--- config.mk ---
export PLATFORM = sky130hd
export DESIGN_NAME = corrected_block_output_scheduler
export DESIGN_NICKNAME = d
export VERILOG_FILES = /design/src/corrected_block_output_scheduler_pkg.sv /design/src/corrected_block_output_scheduler.sv
export VERILOG_INCLUDE_DIRS = /design/src
export SDC_FILE = /design/constraint.sdc
export NUM_CORES = 1
export LEC_CHECK = 0
export ABC_AREA = 1
export BUFFER_PORTS_ARGS = -buffer_cell sky130_fd_sc_hd__buf_4
export CELL_PAD_IN_SITES_DETAIL_PLACEMENT = 1
export CELL_PAD_IN_SITES_GLOBAL_PLACEMENT = 2
export CORE_MARGIN = 3
export CORE_UTILIZATION = 30
export DETAILED_ROUTE_END_ITERATION = 12
export GPL_ROUTABILITY_DRIVEN = 0
export GPL_TIMING_DRIVEN = 0
export PLACE_DENSITY_LB_ADDON = 0.15
export REMOVE_ABC_BUFFERS = 1
export SYNTH_ARGS = -nofsm -noshare
export SYNTH_HDL_FRONTEND = slang
export SYNTH_SLANG_ARGS = --single-unit
--- constraint.sdc ---
create_clock -name i_clock -period 1.5 [get_ports i_clock]
set_clock_uncertainty 0.1 [all_clocks]
set_input_delay 0.075 -clock i_clock [delete_from_list [all_inputs] [get_ports i_clock]]
set_output_delay 0.075 -clock i_clock [all_outputs]
set_load 0.005 [all_outputs]
--- src/corrected_block_output_scheduler_params.svh ---
/*
  Constants of the corrected block output scheduler: frame geometry and timing.
  Assumes a 50 MHz core clock; cycle counts derive from the time figures.
*/
`ifndef CORRECTED_BLOCK_OUTPUT_SCHEDULER_PARAMS_SVH
`define CORRECTED_BLOCK_OUTPUT_SCHEDULER_PARAMS_SVH

// ==========================================================
// Clock
`define CLK_MHZ 50

// ==========================================================
// Frame geometry
`define BLOCKS_PER_FRAME 9'h110
`define DATA_BLOCKS 8'hBE
`define FIRST_VERT_SLOT 9'h01D
`define BLOCK_BITS 288
`define STATUS_BITS 16

// ==========================================================
// Timing, figures in their own units
`define T_WIN_MS 9
`define T_ROW_WIN_MS 18
`define T_READY_MS 6
`define T_MARGIN_MS 3
`define T_WRITE_US 68

// Derived cycle counts
`define WIN_CYC (`T_WIN_MS * 1000 * `CLK_MHZ)
`define ROW_WIN_CYC (`T_ROW_WIN_MS * 1000 * `CLK_MHZ)
`define READY_CYC (`T_READY_MS * 1000 * `CLK_MHZ)
`define MARGIN_CYC (`T_MARGIN_MS * 1000 * `CLK_MHZ)
`define WRITE_CYC (`T_WRITE_US * `CLK_MHZ)

`endif

--- src/corrected_block_output_scheduler_pkg.sv ---
/*
  Types of the corrected block output scheduler.
  Assumes the params header supplies all numeric constants.
*/
package corrected_block_output_scheduler_pkg;

  // ==========================================================
  // Output scheduler states, Gray along idle-write-window
  typedef enum logic [1:0] {
    ST_IDLE = 2'b00,
    ST_WRITE = 2'b01,
    ST_WINDOW = 2'b11
  } sched_e;

  // ==========================================================
  // Two status bytes leading each delivered block
  typedef struct packed {
    logic frame_out;
    logic parity;
    logic corrected;
    logic [4:0] spare;
    logic [7:0] block_number_field;
  } status_s;

endpackage

--- src/corrected_block_output_scheduler.sv ---
/*
  Schedules release of row- and frame-corrected blocks to the host.
  Assumes decoder strobes on i_clock; host pins arrive asynchronously.
*/
`timescale 1ns/1ns
`include "corrected_block_output_scheduler_params.svh"

module corrected_block_output_scheduler
  import corrected_block_output_scheduler_pkg::*;
#(
  parameter int P_WIN_CYC = `WIN_CYC,
  parameter int P_ROW_WIN_CYC = `ROW_WIN_CYC,
  parameter int P_READY_CYC = `READY_CYC,
  parameter int P_MARGIN_CYC = `MARGIN_CYC
) (
  // Clock and reset
  input wire logic i_clock,
  input wire logic i_rst_n,
  // Mode strap level
  input wire logic i_serial_mode,
  // Decoder events, same clock
  input wire logic i_bic_det,
  input wire logic i_frame_start,
  input wire logic i_frame_sync,
  input wire logic i_row_done,
  input wire logic i_row_ok,
  input wire logic i_row_parity,
  input wire logic [7:0] i_row_num,
  input wire logic i_col_done,
  // Host pins, asynchronous
  input wire logic i_host_read,
  input wire logic i_skip_wr,
  input wire logic [7:0] i_skip_num,
  // Outputs
  output logic o_accept,
  output logic o_block_start_strobe,
  output logic o_col_start,
  output logic o_buf_wr,
  output logic o_buf_valid,
  output logic o_irq_n,
  output logic o_ready_n,
  output status_s o_status
);

  // ==========================================================
  // Host pin synchronisers
  logic [2:0] rd_sync_r;
  logic [2:0] skw_sync_r;
  logic [7:0] skn_s1_r;
  logic [7:0] skn_s2_r;
  // Strap is a pin too; reset level is serial, its pulled-up default
  logic [1:0] ser_sync_r;
  wire logic host_rd_edge = rd_sync_r[1] & ~rd_sync_r[2];
  wire logic skip_edge = skw_sync_r[1] & ~skw_sync_r[2];

  always_ff @(posedge i_clock) begin
    if (!i_rst_n) begin
      rd_sync_r <= 3'h0;
      skw_sync_r <= 3'h0;
      skn_s1_r <= 8'h00;
      skn_s2_r <= 8'h00;
      ser_sync_r <= 2'h3;
    end else begin
      rd_sync_r <= {rd_sync_r[1:0], i_host_read};
      skw_sync_r <= {skw_sync_r[1:0], i_skip_wr};
      skn_s1_r <= i_skip_num;
      skn_s2_r <= skn_s1_r;
      ser_sync_r <= {ser_sync_r[0], i_serial_mode};
    end
  end

  // ==========================================================
  // Frame tracking and frame correction launch
  logic [8:0] rx_idx_r;
  logic [8:0] stored_r;
  logic all_ok_r;
  logic vert_en_r;
  logic col_ran_r;
  logic col_fin_r;
  logic accept_r;
  logic strobe_r;
  logic col_start_r;
  // Sync loss abandons the frame output; no half-corrected frames
  wire logic prev_full = (stored_r == `BLOCKS_PER_FRAME);
  wire logic col_need = prev_full & i_frame_sync & ~all_ok_r;
  wire logic [8:0] rx_idx_inc = rx_idx_r + 9'h001;

  always_ff @(posedge i_clock) begin
    if (!i_rst_n) begin
      accept_r <= 1'b0;
      strobe_r <= 1'b0;
      col_start_r <= 1'b0;
      rx_idx_r <= 9'h000;
      stored_r <= 9'h000;
      all_ok_r <= 1'b1;
      vert_en_r <= 1'b0;
      col_ran_r <= 1'b0;
      col_fin_r <= 1'b0;
    end else begin
      accept_r <= 1'b1;
      strobe_r <= i_bic_det;
      col_start_r <= i_frame_start & col_need;
      if (i_frame_start) begin
        rx_idx_r <= 9'h000;
        stored_r <= 9'h000;
        all_ok_r <= 1'b1;
        vert_en_r <= prev_full & i_frame_sync;
        col_ran_r <= col_need;
        col_fin_r <= 1'b0;
      end else begin
        if (i_bic_det) begin
          rx_idx_r <= rx_idx_inc;
        end
        if (i_row_done && stored_r != `BLOCKS_PER_FRAME) begin
          stored_r <= stored_r + 9'h001;
        end
        if (i_row_done && !i_row_ok) begin
          all_ok_r <= 1'b0;
        end
        if (!i_frame_sync) begin
          vert_en_r <= 1'b0;
        end
        if (i_col_done) begin
          col_fin_r <= 1'b1;
        end
      end
    end
  end

  // ==========================================================
  // Pending requests: row result and frame slot
  sched_e st_r;
  logic row_pend_r;
  logic frm_pend_r;
  logic skip_pend_r;
  logic [7:0] skip_num_r;
  logic [7:0] vnum_r;
  status_s row_stat_r;
  wire logic idle = (st_r == ST_IDLE);
  wire logic take_row = idle & row_pend_r;
  wire logic take_frm = idle & ~row_pend_r & frm_pend_r;
  // Slot opens on identifier of block 29 onward, while data remains
  wire logic frm_slot = i_bic_det & vert_en_r & ~i_frame_start
    & (rx_idx_inc >= `FIRST_VERT_SLOT) & (vnum_r < `DATA_BLOCKS);
  wire logic [7:0] frm_num = skip_pend_r ? skip_num_r : vnum_r;
  wire logic row_pend_nxt = i_row_done | (row_pend_r & ~take_row);
  wire logic frm_pend_nxt = frm_slot | (frm_pend_r & ~take_frm);
  // A skip landing with the take is kept for the next slot
  wire logic skip_pend_nxt = skip_edge | (skip_pend_r & ~take_frm);

  always_ff @(posedge i_clock) begin
    if (!i_rst_n) begin
      row_pend_r <= 1'b0;
      frm_pend_r <= 1'b0;
      skip_pend_r <= 1'b0;
      skip_num_r <= 8'h00;
      row_stat_r <= '0;
    end else begin
      row_pend_r <= row_pend_nxt;
      frm_pend_r <= frm_pend_nxt & ~i_frame_start;
      skip_pend_r <= skip_pend_nxt;
      if (skip_edge) begin
        skip_num_r <= skn_s2_r;
      end
      if (i_row_done) begin
        row_stat_r <= '{frame_out: 1'b0, parity: i_row_parity, corrected: i_row_ok,
          spare: 5'h00, block_number_field: i_row_num};
      end
    end
  end

  // Frame block numbering restarts each frame
  always_ff @(posedge i_clock) begin
    if (!i_rst_n || i_frame_start) begin
      vnum_r <= 8'h00;
    end else if (take_frm) begin
      vnum_r <= frm_num + 8'h01;
    end
  end

  // ==========================================================
  // Output scheduler: buffer write, then read window
  logic [19:0] cnt_r;
  logic [19:0] win_lim_r;
  logic buf_wr_r;
  logic buf_valid_r;
  logic irq_n_r;
  logic ready_n_r;
  status_s stat_r;
  sched_e st_nxt;
  // Row-only frames give the long window; shared slots halve it
  wire logic share = vert_en_r & (vnum_r < `DATA_BLOCKS);
  wire logic [19:0] lim_sel = (take_frm | share) ? 20'(P_WIN_CYC - 1)
    : 20'(P_ROW_WIN_CYC - 1);
  wire logic wr_end = (st_r == ST_WRITE) & (cnt_r == 20'(`WRITE_CYC - 1));
  wire logic win_end = (st_r == ST_WINDOW) & (cnt_r == win_lim_r);
  wire logic rdy_end = (st_r == ST_WINDOW) & (cnt_r == 20'(P_READY_CYC - 1));
  // Uncorrected frames fall back to row content in the frame slot
  wire logic frm_corr = col_ran_r & col_fin_r;
  wire status_s frm_stat = '{frame_out: 1'b1, parity: 1'b0, corrected: frm_corr,
    spare: 5'h00, block_number_field: frm_num};

  always_comb begin
    st_nxt = st_r;
    unique case (st_r)
      ST_IDLE: begin
        if (take_row || take_frm) begin
          st_nxt = ST_WRITE;
        end
      end
      ST_WRITE: begin
        if (wr_end) begin
          st_nxt = ST_WINDOW;
        end
      end
      ST_WINDOW: begin
        if (win_end) begin
          st_nxt = ST_IDLE;
        end
      end
      default: begin
        st_nxt = ST_IDLE;
      end
    endcase
  end

  always_ff @(posedge i_clock) begin
    if (!i_rst_n) begin
      st_r <= ST_IDLE;
      cnt_r <= 20'h00000;
      win_lim_r <= 20'h00000;
      stat_r <= '0;
    end else begin
      st_r <= st_nxt;
      cnt_r <= (st_nxt != st_r) ? 20'h00000 : cnt_r + 20'h00001;
      if (take_row || take_frm) begin
        win_lim_r <= lim_sel;
        stat_r <= take_row ? row_stat_r : frm_stat;
      end
    end
  end

  // Pin levels; parallel mode leaves the ready line high
  always_ff @(posedge i_clock) begin
    if (!i_rst_n) begin
      buf_wr_r <= 1'b0;
      buf_valid_r <= 1'b0;
      irq_n_r <= 1'b1;
      ready_n_r <= 1'b1;
    end else begin
      buf_wr_r <= (st_nxt == ST_WRITE);
      buf_valid_r <= (st_nxt == ST_WINDOW);
      if (wr_end) begin
        irq_n_r <= 1'b0;
        ready_n_r <= ~ser_sync_r[1];
      end else begin
        if (host_rd_edge || win_end) begin
          irq_n_r <= 1'b1;
        end
        if (rdy_end || win_end) begin
          ready_n_r <= 1'b1;
        end
      end
    end
  end

  assign o_accept = accept_r;
  assign o_block_start_strobe = strobe_r;
  assign o_col_start = col_start_r;
  assign o_buf_wr = buf_wr_r;
  assign o_buf_valid = buf_valid_r;
  assign o_irq_n = irq_n_r;
  assign o_ready_n = ready_n_r;
  assign o_status = stat_r;

  // ==========================================================
  // Checks
  chk_accept_after_reset: assert property (@(posedge i_clock)
    (!i_rst_n ##1 i_rst_n) |-> !o_accept ##1 o_accept)
    else $error("accept not one cycle after reset");

  chk_strobe_after_id: assert property (@(posedge i_clock) disable iff (!i_rst_n)
    i_bic_det |=> o_block_start_strobe)
    else $error("block start strobe missing after identifier");

  chk_ready_with_irq: assert property (@(posedge i_clock) disable iff (!i_rst_n)
    $fell(o_ready_n) |-> $fell(o_irq_n))
    else $error("ready line fell without interrupt");

  chk_write_before_irq: assert property (@(posedge i_clock) disable iff (!i_rst_n)
    $fell(o_irq_n) |-> $past(o_buf_wr) && $past(cnt_r) == 20'(`WRITE_CYC - 1))
    else $error("interrupt without full buffer write");

  chk_ready_margin: assert property (@(posedge i_clock) disable iff (!i_rst_n)
    (!o_ready_n && st_r == ST_WINDOW) |-> (win_lim_r - cnt_r) >= 20'(P_MARGIN_CYC - 1))
    else $error("ready low with under 3 ms left");

  chk_one_block_irq: assert property (@(posedge i_clock) disable iff (!i_rst_n)
    !o_irq_n |-> !o_buf_wr && o_buf_valid)
    else $error("buffer rewritten during interrupt");

  chk_frame_no_parity: assert property (@(posedge i_clock) disable iff (!i_rst_n)
    o_status.frame_out |-> !o_status.parity && o_status.block_number_field < `DATA_BLOCKS)
    else $error("parity or bad number in frame output");

  chk_col_start_cond: assert property (@(posedge i_clock) disable iff (!i_rst_n)
    o_col_start |-> $past(prev_full && i_frame_sync && !all_ok_r && i_frame_start))
    else $error("frame correction started wrongly");

  chk_frame_slot_late: assert property (@(posedge i_clock) disable iff (!i_rst_n)
    frm_slot |-> rx_idx_r >= 9'h01C)
    else $error("frame slot before block 29");

  chk_skip_apply: assert property (@(posedge i_clock) disable iff (!i_rst_n)
    (take_frm && skip_pend_r) |=> o_status.block_number_field == $past(skip_num_r))
    else $error("skip target not applied");

  cov_frame_out: cover property (@(posedge i_clock) disable iff (!i_rst_n)
    take_frm ##1 o_buf_wr);
  cov_skip_used: cover property (@(posedge i_clock) disable iff (!i_rst_n)
    take_frm && skip_pend_r);
  cov_host_release: cover property (@(posedge i_clock) disable iff (!i_rst_n)
    !o_irq_n && host_rd_edge);

endmodule

* Word-level counts from Yosys, hierarchy flattened
Cells that the tools add are included.
Operators by class: equality and inequality tests 11, muxes and demuxes 14, reductions and logical operators 13, bitwise logic cells 34, add/subtract/negate cells 4, $lt $le $gt $ge 2
Operator list (number):
- bitwise AND 1 bit | 21
- adder 20 x 1 -> 20 bit (second input constant) | 1
- == test 20 x 12 -> 1 bit (second input constant) | 1
- == test 20 x 19 -> 1 bit (second input constant) | 1
- == test 20 bit | 1
- two-way mux 20 bit | 1
- adder 9 x 1 -> 9 bit (second input constant) | 2
- two-way mux 16 bit | 1
- == test 9 bit (second input constant) | 1
- >= comparator 9 x 5 -> 1 bit (second input constant) | 1
- != test 9 bit (second input constant) | 1
- inverter 1 bit | 9
- adder 8 x 1 -> 8 bit (second input constant) | 1
- < comparator 8 bit (second input constant) | 1
- two-way mux 8 bit | 1
- two-way mux 1 bit | 7
- two-way mux 2 bit | 3
- case mux 2 bit (3 select lines) | 1
- == test 2 x 1 -> 1 bit (second input constant) | 2
- == test 2 bit (second input constant) | 2
- logical OR 1 bit | 4
- OR 1 bit | 4
- nonzero test 2 bit | 2
- OR reduction 2 bit | 2
- other kinds (5) | 7
Word-level totals: register bits after elaboration 140, word-level logic and storage cells 112, output and inout port bits 23

* Depth between registers and ports, before layout
depth after elaboration 8, gate-level depth with buffers 13, mapped depth without buffers 11

* Least setup slack after synthesis
Ideal clock, no wire load.
kind flip-flop to flip-flop, from register skip_pend_r, to register vnum_r[6], clock period less this slack 1.597 ns, library setup time 0.070 ns, stages on the path, launching flop included 10, arrival 1.427 ns, buffers on the path 2, path slack -0.097 ns, cell sequence dfxtp_1 -> buf_2 -> buf_6 -> o21ai_1 -> inv_1 -> ha_1 -> nand3_1 -> nor2_1 -> xor2_1 -> a21oi_1
Between the ends: longest elaborated chain between the ends 2
Ends and longest elaborated chain:
- start: declaration | RTL line corrected_block_output_scheduler.sv:135 | logic skip_pend_r;
- start signal: assignment | RTL line corrected_block_output_scheduler.sv:161 | skip_pend_r <= skip_pend_nxt;
- two-way mux 8 bit | RTL line corrected_block_output_scheduler.sv:145 | wire logic [7:0] frm_num = skip_pend_r ? skip_num_r : vnum_r;
- adder 8 x 1 -> 8 bit | RTL line corrected_block_output_scheduler.sv:177 | vnum_r <= frm_num + 8'h01;
- end signal: assignment | RTL line corrected_block_output_scheduler.sv:177
- end: declaration | RTL line corrected_block_output_scheduler.sv:137 | logic [7:0] vnum_r;
No other way between the ends. A chain may end at the register's enable or synchronous reset.

* Worst setup path in the final report
from register cnt_r[15], to register cnt_r[15]
Between the ends: longest elaborated chain between the ends 6, elaborated cells between the ends (all ways) 10, those cells by class add/sub (1); eq/ne (3); mux (3); bitwise (2); reduce/logical (1)
Ends and longest elaborated chain:
- start: declaration | RTL line corrected_block_output_scheduler.sv:183 | logic [19:0] cnt_r;
- start signal: assignment | RTL line corrected_block_output_scheduler.sv:235 | cnt_r <= (st_nxt != st_r) ? 20'h00000 : cnt_r + 20'h00001;
- == test 20 bit or == test 20 x 12 -> 1 bit (tied branches) | RTL line corrected_block_output_scheduler.sv:196, corrected_block_output_scheduler.sv:195
- bitwise AND 1 bit, on equally long branches | RTL line corrected_block_output_scheduler.sv:196, corrected_block_output_scheduler.sv:195
- two-way mux 2 bit, on equally long branches | RTL line corrected_block_output_scheduler.sv:217, corrected_block_output_scheduler.sv:212
- case mux 2 bit (3 select lines) | RTL line corrected_block_output_scheduler.sv:205 | unique case (st_r)
- != test 2 bit | RTL line corrected_block_output_scheduler.sv:235
- OR reduction 2 bit (no line)
Several ways; a longest one is shown, not always the timed one.

==> out/qor.yml <==
place:
  place_hpwl_um: 10410
  numPortBuffers: 45
  dpl_worst_slack_ns: -1.119
  placed_area_sq_um: 5897
timing:
  finalSetupTns_ns: -2.045
  max_slew_margin_pct: 62.24
  finalCritPeriodShare_pct: 107.6
  hold_violations: 0
  setup_ws_ns: -0.1138
  max_freq_mhz: 619.6
  rsz0062_at_grt: "true"
  timing.final.max_slew_violations: 0
  setup_viol: 24
  layout_min_cycle_time_ns: 1.614
  worst_pin_slew_ns: 0.5659
synth:
  synth.top_cell.area_share_pct: 43.21
  synth_top_cell_by_area: "dfxtp_1"
  synth_cell_types: 41
  ys_seq_area_share_pct: 43.21
  syn_area_per_cell_sq_um: 7.174
  synth_seq_cells: 118
  syn_area_sq_um: 5466
  synth_area_leaders: "dfxtp_1 (43%), nand2_1 (11%), inv_1 (7.5%)"
  yosys_warnings: 0
  syn-instance-count: 762
flow_run:
  maxCapViolCount: 0
cells_and_area:
  syn_to_final_growth_pct: 46.42
  seq_area_sq_um: 2457
  nets: 933
  multi_input_area_sq_um: 2962
  utilization_pct: 45.64
  drive_gt1_share_pct: 31.91
  finalInstanceArea_sq_um: 8004
  antennaDiodeCount: 0
  fillers: 2110
power_and_ir_drop:
  vdd_drop_max_uv: 769.4
  p_per_area_nw_per_um2: 1017
  leakagePower_nw: 3.435
setup_path:
  crit_path_end_kind: "flip-flop"
  startpoint_type: "flip-flop"
  cp_max_fo: 5
  critical_path_class: "flip-flop to flip-flop"
  arrival_ns: 1.82
  cp.required_ns: 1.71
grt:
  grt_max_degree: 31
  first_global_vias: 5560
  overflow: 0
  antenna_found_initial: 0
  grt_pass1_wl_um: 28020
  track_usage_pct: 17.65
route:
  viasPerCell: 4.720
  ant_nets: 0
  drc: 0
  firstDrtPassIters: 4
  vias: 5367
  wl_um: 17420
  drt-initial-drc-count: 200
  wl_per_cell_um: 15.32
floorplan:
  row_count: 48
  die_y_um: 141.0
  io_pins: 51
  core_sq_um: 17540
  initial_core_util_pct: 31.17
  design.die.area_sq_um: 19880
  die_x_um: 141.0
clock_tree:
  cts_buffers: 17
  cts_buffer_depth: 2
  numClockSinks: 118
  clk_pin_slew_ns: 0.06
  clock_latency_ns: 0.42
  root_buffer: "clkbuf_16"
  cts_tree: "yes"
  cts-htree-levels: 4
worst_hold_path:
  hp-class: "input pin to flip-flop"
run_status:
  violations: "negative setup slack"
  status: "finished with violations"
[cell usage in the layout, fill, tap and decap left out, types with 9 or more instances in the layout]
cell type / Yosys / routed
dfxtp_1: 118 / 84
dfxtp_4: 0 / 21
o21ai_0: 50 / 41
dfxtp_2: 0 / 13
nand4_1: 11 / 11
xor2_1: 18 / 18
clkbuf_16: 0 / 17
nor2_4: 1 / 10
inv_2: 2 / 14
nand3_1: 43 / 30
nand2_1: 156 / 136
dlygate4sd3_1: 0 / 47
inv_1: 109 / 94
nand2_2: 3 / 19
o21ai_1: 7 / 11
nand3_2: 2 / 12
nor2_1: 95 / 71
buf_6: 6 / 9
buf_4: 8 / 83
a21oi_1: 41 / 39
nor2_2: 15 / 31
[cells in the mapped netlist (all sizes together)]
cell and n:
nand2 159, dfxtp 118, inv 113, nor2 112, o21ai 57, nand3 46
a21oi 41, buf 22, xor2 18, nor3 15, clkbuf 11, nand4 11
ha 6, a31oi 5, nor3b 4, o21bai 4, or2 4, xnor2 4
o21a 3, clkinv 2, nor4 2, o211ai 2, a21o 1, conb 1
or3 1
[through the flow]
stage	cells	hold WS (ns)	power, mW
finish	1137	0.09493	8.139
global route	1137	0.1226	8.496
CTS	1119	0.02465	8.185
detailed placement	1003	0.1633	3.876
global placement	1003	0.1559	3.859
floorplan	733	0.002717	3.645
[state kept, by name, indices dropped and copies added (netlist names), 2 cells and up]
signal and flops:
st_r 2, skn_s1_r 8, ser_sync_r 2, skn_s2_r 8, skip_num_r 8, o_status 11
rd_sync_r 3, skw_sync_r 3, rx_idx_r 9, vnum_r 8, win_lim_r 3, row_stat_r 10
stored_r 9, cnt_r 20
[timing repair]
action                     CTS  global route
gates cloned                 4             0
resized for setup          107            95
setup endpoints to repair   70            58
pin swaps                   25            48
buffers inserted            31            18
hold buffers                49             0
hold endpoints to repair    73             0
[power by group]
group          total, mW  switching, mW  internal, mW
clock               4.04           1.67          2.37
combinational      0.808          0.417         0.391
sequential          3.29         0.0754          3.22
[cells by family after synthesis]
family,after synthesis,share of synthesized area (%)
other cells,1,0.06860
flops,118,43.21
fa+ha+maj,6,1.373
compound gates,113,10.92
buf+inv,148,11.76
simple gates,354,29.14
xor+xnor,22,3.525
[worst max-delay path: stages (launching register included)]
cell	delay, ns
dfxtp_4	0.36
nor2_2	0.15
nand3_1	0.11
nand2_2	0.10
nand3_2	0.10
nor2_4	0.17
nand3_4	0.17
nand3_4	0.19
nor2_1	0.06
[routing by layer]
metal  GRT usage, %  vias up  wire length (um)
li1               -     2667                 -
met1          21.56     2624              7818
met2          31.38       64              8924
met3          4.410       12               534
met4          3.876        0               142
met5              0        -                 0
[layout make-up]
class	instances	area share (%)
inverters	115	5.706
multi-input cells	504	37.00
clock inverters	14	1.751
repair buffers	143	15.84
well taps	225	3.517
flip-flops and latches	118	30.70
clock buffers	18	5.487
[final timing paths]
| check | depth (start not counted) | endpoint | slack [ns] | startpoint |
|---|---|---|---|---|
| hold / removal | 3 | stored_r[4] | 0.09 | i_row_done |
| setup reg to reg | 8 | cnt_r[15] | -0.11 | cnt_r[15] |
| hold reg to reg | 2 | skn_s2_r[4] | 0.31 | skn_s1_r[4] |
| setup / recovery | 8 | cnt_r[15] | -0.11 | cnt_r[15] |
Power figures use the tool's default switching activity.
